$ cat src/design/cmr_pkg.sv
// package for the converter management status register bank
// assumes a 16-bit register port driven by the management interface decoder
`default_nettype none
package cmr_pkg;
   // ----------------------------------------------------------------
   // register offsets
   // ----------------------------------------------------------------
   localparam logic [4:0] REMOTE_VENDOR_MSG_HIGH_OFS     = 5'h1e;
   localparam logic [4:0] SWITCH_CONFIG_STATUS_THREE_OFS = 5'h1f;
   // ----------------------------------------------------------------
   // field positions in the control/status word
   // ----------------------------------------------------------------
   localparam int CHIP_SOFT_RESTART_BIT = 0;
   localparam int POWER_ALARM_MASK_BIT  = 1;
   localparam int TP_CHAIN_FAULT_BIT    = 2;
   localparam int FX_CHAIN_FAULT_BIT    = 3;
   localparam int SELFTEST_RUN_BIT      = 4;
   localparam int SELFTEST_GOOD_BIT     = 5;
   localparam int LOOP_EN_BIT           = 6;
   localparam int LOOP_TMO_MASK_BIT     = 7;
   localparam int LOOP_DONE_BIT         = 8;
   localparam int LOOP_PASS_BIT         = 9;
   // ----------------------------------------------------------------
   // reset values
   // ----------------------------------------------------------------
   localparam logic [15:0] VENDOR_MSG_RST = 16'h0000;
   localparam logic        CTRL_BIT_RST   = 1'b0;
   // ----------------------------------------------------------------
   // state carrier
   // ----------------------------------------------------------------
   typedef struct packed {
      logic [15:0] vendor_msg;
      logic        soft_restart;
      logic        power_alarm_mask;
      logic        auto_loop_check_en;
      logic        loop_end_timeout_mask;
      logic [15:0] rd_data;
   } cmr_state_s;
endpackage : cmr_pkg
`default_nettype wire

$ cat src/design/cmr_regs.sv
// management register bank: vendor message word and control/status word
// assumes a single-cycle register port from the serial management decoder
//
// What this block does
// - writing 1 to restart bit pulses a chip restart; bit self-clears, reads 0
// - restart leaves every register value here untouched
// - power_alarm_mask 1 suppresses power notice; 0 enables it; reset 0
// - bits 2 and 3 show twisted-pair and fiber buffer chain faults
// - bit 4 reads 1 while the buffer RAM self-test runs
// - bit 5 gives self-test result once over: 1 pass, 0 fail
// - auto_loop_check_en enables automatic loopback test; reset 0
// - timeout mask 1 blocks loopback-end maintenance frame on timer expiry
// - timeout mask 0 sends loopback-end maintenance frame on timer expiry
// - bit 8 reads 1 once auto loopback test finished, 0 while running
// - bit 9 gives auto loopback result: 1 pass, 0 fail
// - vendor message word is read-only, 16 bits, resets to zero
`default_nettype none
module cmr_regs (
   input  wire logic        clk_in,
   input  wire logic        rst_in,
   input  wire logic        reg_wr_in,
   input  wire logic        reg_rd_in,
   input  wire logic [4:0]  reg_addr_in,
   input  wire logic [15:0] reg_wdata_in,
   output logic      [15:0] reg_rdata_out,
   input  wire logic        vendor_msg_valid_in,
   input  wire logic [15:0] vendor_msg_in,
   input  wire logic        tp_chain_fault_in,
   input  wire logic        fx_chain_fault_in,
   input  wire logic        selftest_running_in,
   input  wire logic        selftest_good_in,
   input  wire logic        loop_check_done_in,
   input  wire logic        loop_check_pass_in,
   input  wire logic        loop_timer_expired_in,
   input  wire logic        power_abnormal_in,
   output logic             chip_restart_out,
   output logic             power_notice_out,
   output logic             auto_loop_check_en_out,
   output logic             loop_end_frame_send_out
);
   // ----------------------------------------------------------------
   // state
   // ----------------------------------------------------------------
   cmr_pkg::cmr_state_s state_ff;
   cmr_pkg::cmr_state_s nxt_state;
   logic [15:0]         status_word;
   logic                wr_ctrl;
   logic                wr_ok;
   logic                restart_wr;

   // status word assembly, reserved bits zero
   always_comb begin
      status_word = 16'h0000;
      status_word[cmr_pkg::CHIP_SOFT_RESTART_BIT] = 1'b0;
      status_word[cmr_pkg::POWER_ALARM_MASK_BIT]  = state_ff.power_alarm_mask;
      status_word[cmr_pkg::TP_CHAIN_FAULT_BIT]    = tp_chain_fault_in;
      status_word[cmr_pkg::FX_CHAIN_FAULT_BIT]    = fx_chain_fault_in;
      status_word[cmr_pkg::SELFTEST_RUN_BIT]      = selftest_running_in;
      status_word[cmr_pkg::SELFTEST_GOOD_BIT]     = selftest_good_in;
      status_word[cmr_pkg::LOOP_EN_BIT]           = state_ff.auto_loop_check_en;
      status_word[cmr_pkg::LOOP_TMO_MASK_BIT]     = state_ff.loop_end_timeout_mask;
      status_word[cmr_pkg::LOOP_DONE_BIT]         = loop_check_done_in;
      status_word[cmr_pkg::LOOP_PASS_BIT]         = loop_check_pass_in;
   end

   assign wr_ctrl = reg_wr_in && (reg_addr_in == cmr_pkg::SWITCH_CONFIG_STATUS_THREE_OFS);
   assign wr_ok   = wr_ctrl;
   assign restart_wr = wr_ctrl && reg_wdata_in[cmr_pkg::CHIP_SOFT_RESTART_BIT];

   // ----------------------------------------------------------------
   // next state
   // ----------------------------------------------------------------
   always_comb begin
      nxt_state = state_ff;
      nxt_state.soft_restart = 1'b0;
      if (vendor_msg_valid_in) begin
         nxt_state.vendor_msg = vendor_msg_in;
      end
      // only writable bits take the write; others ignored
      if (wr_ok) begin
         nxt_state.soft_restart = reg_wdata_in[cmr_pkg::CHIP_SOFT_RESTART_BIT];
         nxt_state.power_alarm_mask = reg_wdata_in[cmr_pkg::POWER_ALARM_MASK_BIT];
         nxt_state.auto_loop_check_en = reg_wdata_in[cmr_pkg::LOOP_EN_BIT];
         nxt_state.loop_end_timeout_mask = reg_wdata_in[cmr_pkg::LOOP_TMO_MASK_BIT];
      end
      // read data registered one cycle after the read strobe
      if (reg_rd_in) begin
         unique case (reg_addr_in)
            cmr_pkg::REMOTE_VENDOR_MSG_HIGH_OFS:     nxt_state.rd_data = state_ff.vendor_msg;
            cmr_pkg::SWITCH_CONFIG_STATUS_THREE_OFS: nxt_state.rd_data = status_word;
            default:                                 nxt_state.rd_data = 16'h0000;
         endcase
      end
   end

   // registers; restart is an output only and never clears these
   always_ff @(posedge clk_in or posedge rst_in) begin
      if (rst_in) begin
         state_ff.vendor_msg            <= cmr_pkg::VENDOR_MSG_RST;
         state_ff.soft_restart          <= cmr_pkg::CTRL_BIT_RST;
         state_ff.power_alarm_mask      <= cmr_pkg::CTRL_BIT_RST;
         state_ff.auto_loop_check_en    <= cmr_pkg::CTRL_BIT_RST;
         state_ff.loop_end_timeout_mask <= cmr_pkg::CTRL_BIT_RST;
         state_ff.rd_data               <= 16'h0000;
      end else begin
         state_ff <= nxt_state;
      end
   end

   // ----------------------------------------------------------------
   // outputs
   // ----------------------------------------------------------------
   assign reg_rdata_out           = state_ff.rd_data;
   assign chip_restart_out        = state_ff.soft_restart;
   assign power_notice_out        = power_abnormal_in && !state_ff.power_alarm_mask;
   assign auto_loop_check_en_out  = state_ff.auto_loop_check_en;
   assign loop_end_frame_send_out = loop_timer_expired_in
                                    && !state_ff.loop_end_timeout_mask;

   // ----------------------------------------------------------------
   // checks
   // ----------------------------------------------------------------
   property p_restart_pulse;
      @(posedge clk_in) disable iff (rst_in)
         restart_wr |=> chip_restart_out ##1 (chip_restart_out == $past(restart_wr));
   endproperty
   a_restart_pulse: assert property (p_restart_pulse)
      else $error("restart not one pulse");

   property p_restart_keeps;
      @(posedge clk_in) disable iff (rst_in)
         chip_restart_out && !wr_ctrl |=> $stable(state_ff.power_alarm_mask)
            && $stable(state_ff.auto_loop_check_en);
   endproperty
   a_restart_keeps: assert property (p_restart_keeps)
      else $error("restart changed regs");

   property p_power_mask;
      @(posedge clk_in) disable iff (rst_in)
         state_ff.power_alarm_mask |-> !power_notice_out;
   endproperty
   a_power_mask: assert property (p_power_mask)
      else $error("power notice not masked");

   property p_fault_read;
      @(posedge clk_in) disable iff (rst_in)
         reg_rd_in && reg_addr_in == 5'h1f |=> reg_rdata_out[3:2]
            == $past({fx_chain_fault_in, tp_chain_fault_in});
   endproperty
   a_fault_read: assert property (p_fault_read) else $error("fault bits wrong");

   property p_selftest_read;
      @(posedge clk_in) disable iff (rst_in)
         reg_rd_in && reg_addr_in == 5'h1f |=> reg_rdata_out[5:4]
            == $past({selftest_good_in, selftest_running_in});
   endproperty
   a_selftest_read: assert property (p_selftest_read)
      else $error("self-test bits wrong");

   property p_loop_read;
      @(posedge clk_in) disable iff (rst_in)
         reg_rd_in && reg_addr_in == 5'h1f |=> reg_rdata_out[9:8]
            == $past({loop_check_pass_in, loop_check_done_in}) && reg_rdata_out[15:10] == 6'h00;
   endproperty
   a_loop_read: assert property (p_loop_read) else $error("loop bits wrong");

   property p_loop_en;
      @(posedge clk_in) disable iff (rst_in)
         wr_ctrl |=> auto_loop_check_en_out == $past(reg_wdata_in[6]);
   endproperty
   a_loop_en: assert property (p_loop_en) else $error("loop enable not taken");

   property p_tmo_frame;
      @(posedge clk_in) disable iff (rst_in)
         loop_timer_expired_in |-> loop_end_frame_send_out == !state_ff.loop_end_timeout_mask;
   endproperty
   a_tmo_frame: assert property (p_tmo_frame) else $error("end frame gating wrong");

   property p_vendor_ro;
      @(posedge clk_in) disable iff (rst_in)
         !vendor_msg_valid_in |=> $stable(state_ff.vendor_msg);
   endproperty
   a_vendor_ro: assert property (p_vendor_ro) else $error("vendor word changed");

   property p_vendor_load;
      @(posedge clk_in) disable iff (rst_in)
         vendor_msg_valid_in |=> state_ff.vendor_msg == $past(vendor_msg_in);
   endproperty
   a_vendor_load: assert property (p_vendor_load)
      else $error("vendor word not loaded");

   property p_vendor_read;
      @(posedge clk_in) disable iff (rst_in)
         reg_rd_in && reg_addr_in == cmr_pkg::REMOTE_VENDOR_MSG_HIGH_OFS
            |=> reg_rdata_out == $past(state_ff.vendor_msg);
   endproperty
   a_vendor_read: assert property (p_vendor_read)
      else $error("vendor word read wrong");

   property p_unmapped_zero;
      @(posedge clk_in) disable iff (rst_in)
         reg_rd_in && reg_addr_in != cmr_pkg::REMOTE_VENDOR_MSG_HIGH_OFS
            && reg_addr_in != cmr_pkg::SWITCH_CONFIG_STATUS_THREE_OFS
            |=> reg_rdata_out == 16'h0000;
   endproperty
   a_unmapped_zero: assert property (p_unmapped_zero)
      else $error("unmapped read not zero");

   property p_restart_reads_zero;
      @(posedge clk_in) disable iff (rst_in)
         reg_rd_in && reg_addr_in == cmr_pkg::SWITCH_CONFIG_STATUS_THREE_OFS
            |=> !reg_rdata_out[cmr_pkg::CHIP_SOFT_RESTART_BIT];
   endproperty
   a_restart_reads_zero: assert property (p_restart_reads_zero)
      else $error("restart bit read as one");

   property p_power_open;
      @(posedge clk_in) disable iff (rst_in)
         power_abnormal_in && !state_ff.power_alarm_mask |-> power_notice_out;
   endproperty
   a_power_open: assert property (p_power_open)
      else $error("power notice missing");

   property p_tmo_send;
      @(posedge clk_in) disable iff (rst_in)
         loop_timer_expired_in && !state_ff.loop_end_timeout_mask |-> loop_end_frame_send_out;
   endproperty
   a_tmo_send: assert property (p_tmo_send)
      else $error("end frame not sent");

   c_restart:  cover property (@(posedge clk_in) disable iff (rst_in) chip_restart_out);
   c_loop_ok:  cover property (@(posedge clk_in) disable iff (rst_in)
                  auto_loop_check_en_out && loop_check_done_in && loop_check_pass_in);
   c_end_frame: cover property (@(posedge clk_in) disable iff (rst_in) loop_end_frame_send_out);
   c_vendor_read: cover property (@(posedge clk_in) disable iff (rst_in)
                  reg_rd_in && reg_addr_in == cmr_pkg::REMOTE_VENDOR_MSG_HIGH_OFS);
endmodule // cmr_regs
`default_nettype wire

$ cat config.mk
export PLATFORM = sky130hd
export DESIGN_NAME = cmr_regs
export DESIGN_NICKNAME = d
export VERILOG_FILES = /design/src/design/cmr_pkg.sv /design/src/design/cmr_regs.sv
export SDC_FILE = /design/constraint.sdc
export NUM_CORES = 1
export LEC_CHECK = 0
export BUFFER_PORTS_ARGS = -buffer_cell sky130_fd_sc_hd__buf_4
export CAP_MARGIN = 20
export CELL_PAD_IN_SITES_DETAIL_PLACEMENT = 0
export CELL_PAD_IN_SITES_GLOBAL_PLACEMENT = 1
export CORE_MARGIN = 1
export CORE_UTILIZATION = 30
export DETAILED_ROUTE_END_ITERATION = 8
export HOLD_SLACK_MARGIN = 0.15
export PLACE_DENSITY_LB_ADDON = 0.2
export SLEW_MARGIN = 20
export SYNTH_ARGS = -nofsm -noshare
export SYNTH_HDL_FRONTEND = slang
export SYNTH_SLANG_ARGS = --single-unit
$ cat constraint.sdc
create_clock -name clk_in -period 2 [get_ports clk_in]
set_clock_uncertainty 0.2 [all_clocks]
set_input_delay 0 -clock clk_in [delete_from_list [all_inputs] [get_ports clk_in]]
set_output_delay 0 -clock clk_in [all_outputs]
set_load 0.02 [all_outputs]
# Word level (Yosys, flattened, before mapping)
# Index checks and enable logic that the tools add are counted.
# totals
regBits	36
output_inout_bits	20
word_cells	15
# op_classes
reduce_logical	5
muxes	2
n_eq_ne	2
# op_table
operator	count
16-bit one-hot mux with 2 select lines	1
5-bit == test (second input constant)	2
4-bit two-way mux	1
1-bit logical AND	3
1-bit logical NOT	2

# Depth between registers and ports, before layout
# logic_depth
depth_word	3
mapped_depth	4

# Worst setup path after synthesis
# OpenSTA, ideal clock, no wires.
# synth_timing
kind	register to register
startpoint	register state_ff (netlist bit auto_loop_check_en_out)
endpoint	register state_ff (netlist bit reg_rdata_out[6])
period_less_slack_ns	1.100
arrival_time_ns	0.782
slack_ns	0.900
path_buffers	0
path_stages_with_launch	4
path_cell_list	dfrtp_1 > mux2i_1 > nor3_1 > a21o_1
# synth_between
elab_chain_len	1
# synth_lines
element	line_no	rtl
start, declared	cmr_regs.sv:44	cmr_pkg::cmr_state_s state_ff;
start signal, assigned	cmr_regs.sv:106	state_ff <= nxt_state;
16-bit one-hot mux with 2 select lines	cmr_regs.sv:88	unique case (reg_addr_in)
# Every way passes these cells.
# A chain may end at the register's enable or synchronous reset.

# Worst setup path in the final report
# layout_timing
startpoint	input port reg_addr_in[0]
endpoint	register state_ff[16] (netlist bit)
# layout_between
elab_chain_len	2
# layout_lines
element	line_no	rtl
start, declared	cmr_regs.sv:23	input wire logic [4:0] reg_addr_in,
5-bit == test	cmr_regs.sv:66	assign wr_ctrl = reg_wr_in && (reg_addr_in == cmr_pkg::SWITCH_CONFIG_STATUS_THREE_OFS);
1-bit logical AND	cmr_regs.sv:66	
# Every way passes these cells.

==> run_results.csv <==
group,metric,value,unit
flow_run,maxCapViolCount,0,
yosys,synth-seq-cells,36,
yosys,yosysUniqueCellTypes,20,
timing,hold_viol_final,0,
clock_network,htree_levels,2,
power,p_leak,1.37,nW
yosys,seq_area_frac_synth,55.3,%
global_routing,met3_usage,4.89,%
timing,fin_hold_ws,0.170,ns
global_routing,antenna_found_initial,0,
setup_path,start_kind,"primary input",
clock_network,clock-root-buffer,"clkbuf_8",
setup_path,critPathKind,"in2reg",
floorplanning,die_w,75.7,microns
placement,gp_congestion,0.681,
hold_path,min_path_type,"in2async",
timing,fmaxAchievable,0.522,GHz
cells_and_area,fin_area,0.00267,sq mm
timing,tns,0,ns
cells_and_area,synthToLayoutAreaGrowth,63.8,%
clock_network,clk_pin_slew,0.07,ns
placement,placed_area,0.00199,sq mm
cells_and_area,final_util,51.6,%
global_routing,grt.overflow.total,0,
yosys,netlist_instances,120,
cells_and_area,drive_gt1_share,35.6,%
yosys,synth.net_count,170,
yosys,synth.top_cell.area_share,55.3,%
global_routing,grt_pass1_vias,1349,
floorplanning,core-area,0.00517,sq mm
setup_path,end_kind,"flop",
route,dr.pass1.iters,4,
floorplanning,start_util,31.5,%
route,drt_iter0_markers,29,
route,antenna_left,0,
clock_network,tritoncts,"yes",
floorplanning,die_area,0.00573,sq mm
cells_and_area,antennaDiodeCount,0,
route,viasPerCell,4.27,
timing,setup_viol,0,
floorplanning,die_h,75.7,microns
timing,worst_pin_slew,0.478,ns
power,p_per_area,633,mW/mm^2
route,routed_wl,3.57,mm
timing,maxSlewViolCount,0,
setup_path,crit_required,1.96,ns
setup_path,cp_max_fo,11,
global_routing,use_met2,26.7,%
yosys,post-synth-top-area-cell,"dfrtp_1",
timing,rsz0062_at_grt,"false",
global_routing,top_usage_layer,"met2",
global_routing,grt_max_degree,37,
timing,layout_min_cycle_time,1.92,ns
clock_network,cts_buffers,5,
clock_network,cts.sinks,36,
placement,dpl.hpwl,2.28,mm
route,drt-wirelength-per-cell,12.2,microns
global_routing,grt_pass1_wl,5.93,mm
setup_path,ff2ff_path_depth,4,
clock_network,clkLatencyLatePin,0.28,ns
global_routing,grt.total_usage,14.3,%
yosys,yosys_warnings,0,
setup_path,crit_arrival,1.88,ns
cells_and_area,fillers,470,
floorplanning,rows,26,
yosys,synth_area,0.00163,sq mm
timing,finalCritPeriodShare,95.8,%
yosys,netlist_top_cells_area,"dfrtp_1, buf_4, mux2_1",
timing,slew_headroom,68.1,%
global_routing,use_met1,15.0,%
route,drc,0,
route,via_count,1247,
clock_network,post_cts_buffers,0,
floorplanning,io_pins,70,
power,ir_drop,0.322,mV
clock_network,clock_path_buffers,2,
cells_and_area,final_nets,271,
placement,io_buffer_count,57,
yosys,syn-mean-instance-area,13.6,sq um
outcome,status,"finished, final reports clean",
==> cells in the final DEF, fill, tap and decap left out, drive strengths merged <==
cell and instances:
nand2 1, nor3 10, mux2 19, a22o 7
mux2i 9, clkbuf 6, and2 1, dfrtp 36
nor2b 2, a21o 9, nor2 1, buf 58
dlygate4sd3 58, clkinv 2, inv 2, nand4 1
==> sequential cells by signal (all words and copies together), names as in the netlist <==
signal and count:
state_ff 18, reg_rdata_out 16, auto_loop_check_en_out 1, chip_restart_out 1
==> critical path: stages <==
cell and delay [ns]:
dlygate4sd3_1 0.54, buf_6 0.18, nand2_1 0.15, nor2_8 0.14
mux2_4 0.31, dlygate4sd3_1 0.56
==> kinds of logic after synthesis <==
logic type / synth area share (%)
AO/OA/AOI/OAI: 7.91
flip-flops: 55.3
multiplexers: 19.4
AND/OR/NAND/NOR: 7.14
buffers and inverters: 10.3
==> Yosys cell counts (all sizes together) <==
cell / count
a21o: 9
clkbuf: 1
nor2b: 2
and2: 1
nand2: 1
dfrtp: 36
a22o: 7
mux2: 19
nor2: 1
nor3: 10
inv: 2
buf: 21
nand4: 1
mux2i: 9
==> layout make-up <==
cell class / instances / area, sq um / share of cell area, %
clock buffer: 6 / 82.6 / 3.09
multi-input combinational: 60 / 561 / 21.0
clock inverter: 2 / 10.0 / 0.375
tap: 70 / 87.6 / 3.28
timing repair buffer: 116 / 1020 / 38.2
inverter: 2 / 7.51 / 0.281
sequential: 36 / 901 / 33.8
==> worst paths after layout <==
kind,slack [ns],endpoint,startpoint
max,0.08,state_ff[16],reg_addr_in[0]
min,0.17,state_ff[20],rst_in
max reg2reg,0.37,reg_rdata_out[9],state_ff[29]
min reg2reg,0.28,reg_rdata_out[4],reg_rdata_out[4]
max in group asynchronous,1.10,reg_rdata_out[7],rst_in
min in group clk_in,0.19,reg_rdata_out[8],reg_addr_in[4]
==> repair_timing <==
item                       CTS  global route
hold endpoints to repair    74             0
hold buffers                58             0
setup endpoints to repair    0             2
gates resized for setup      0             1
==> stage by stage <==
| step | total power, mW | cells | setup slack [ns] |
|---|---|---|---|
| 2_1_floorplan | 0.950 | 120 | 0.900 |
| 3_3_place_gp | 1.04 | 226 | 0.576 |
| 3_5_place_dp | 1.05 | 226 | 0.591 |
| 4_1_cts | 1.70 | 292 | 0.0490 |
| 5_1_grt | 1.77 | 292 | 0.0130 |
| 6_report | 1.69 | 292 | 0.0848 |
==> where the power goes <==
part / switching [mW] / internal, mW / total [mW]
Combinational: 0.118 / 0.234 / 0.352
Clock: 0.255 / 0.275 / 0.530
Sequential: 0.0297 / 0.778 / 0.808
==> per-layer routing <==
metal	routed length (microns)	up-vias
met5	0	-
met4	30	0
met3	190	4
met2	1910	37
met1	1440	600
li1	-	606
Note: power is estimated with default switching activity, not from simulation.
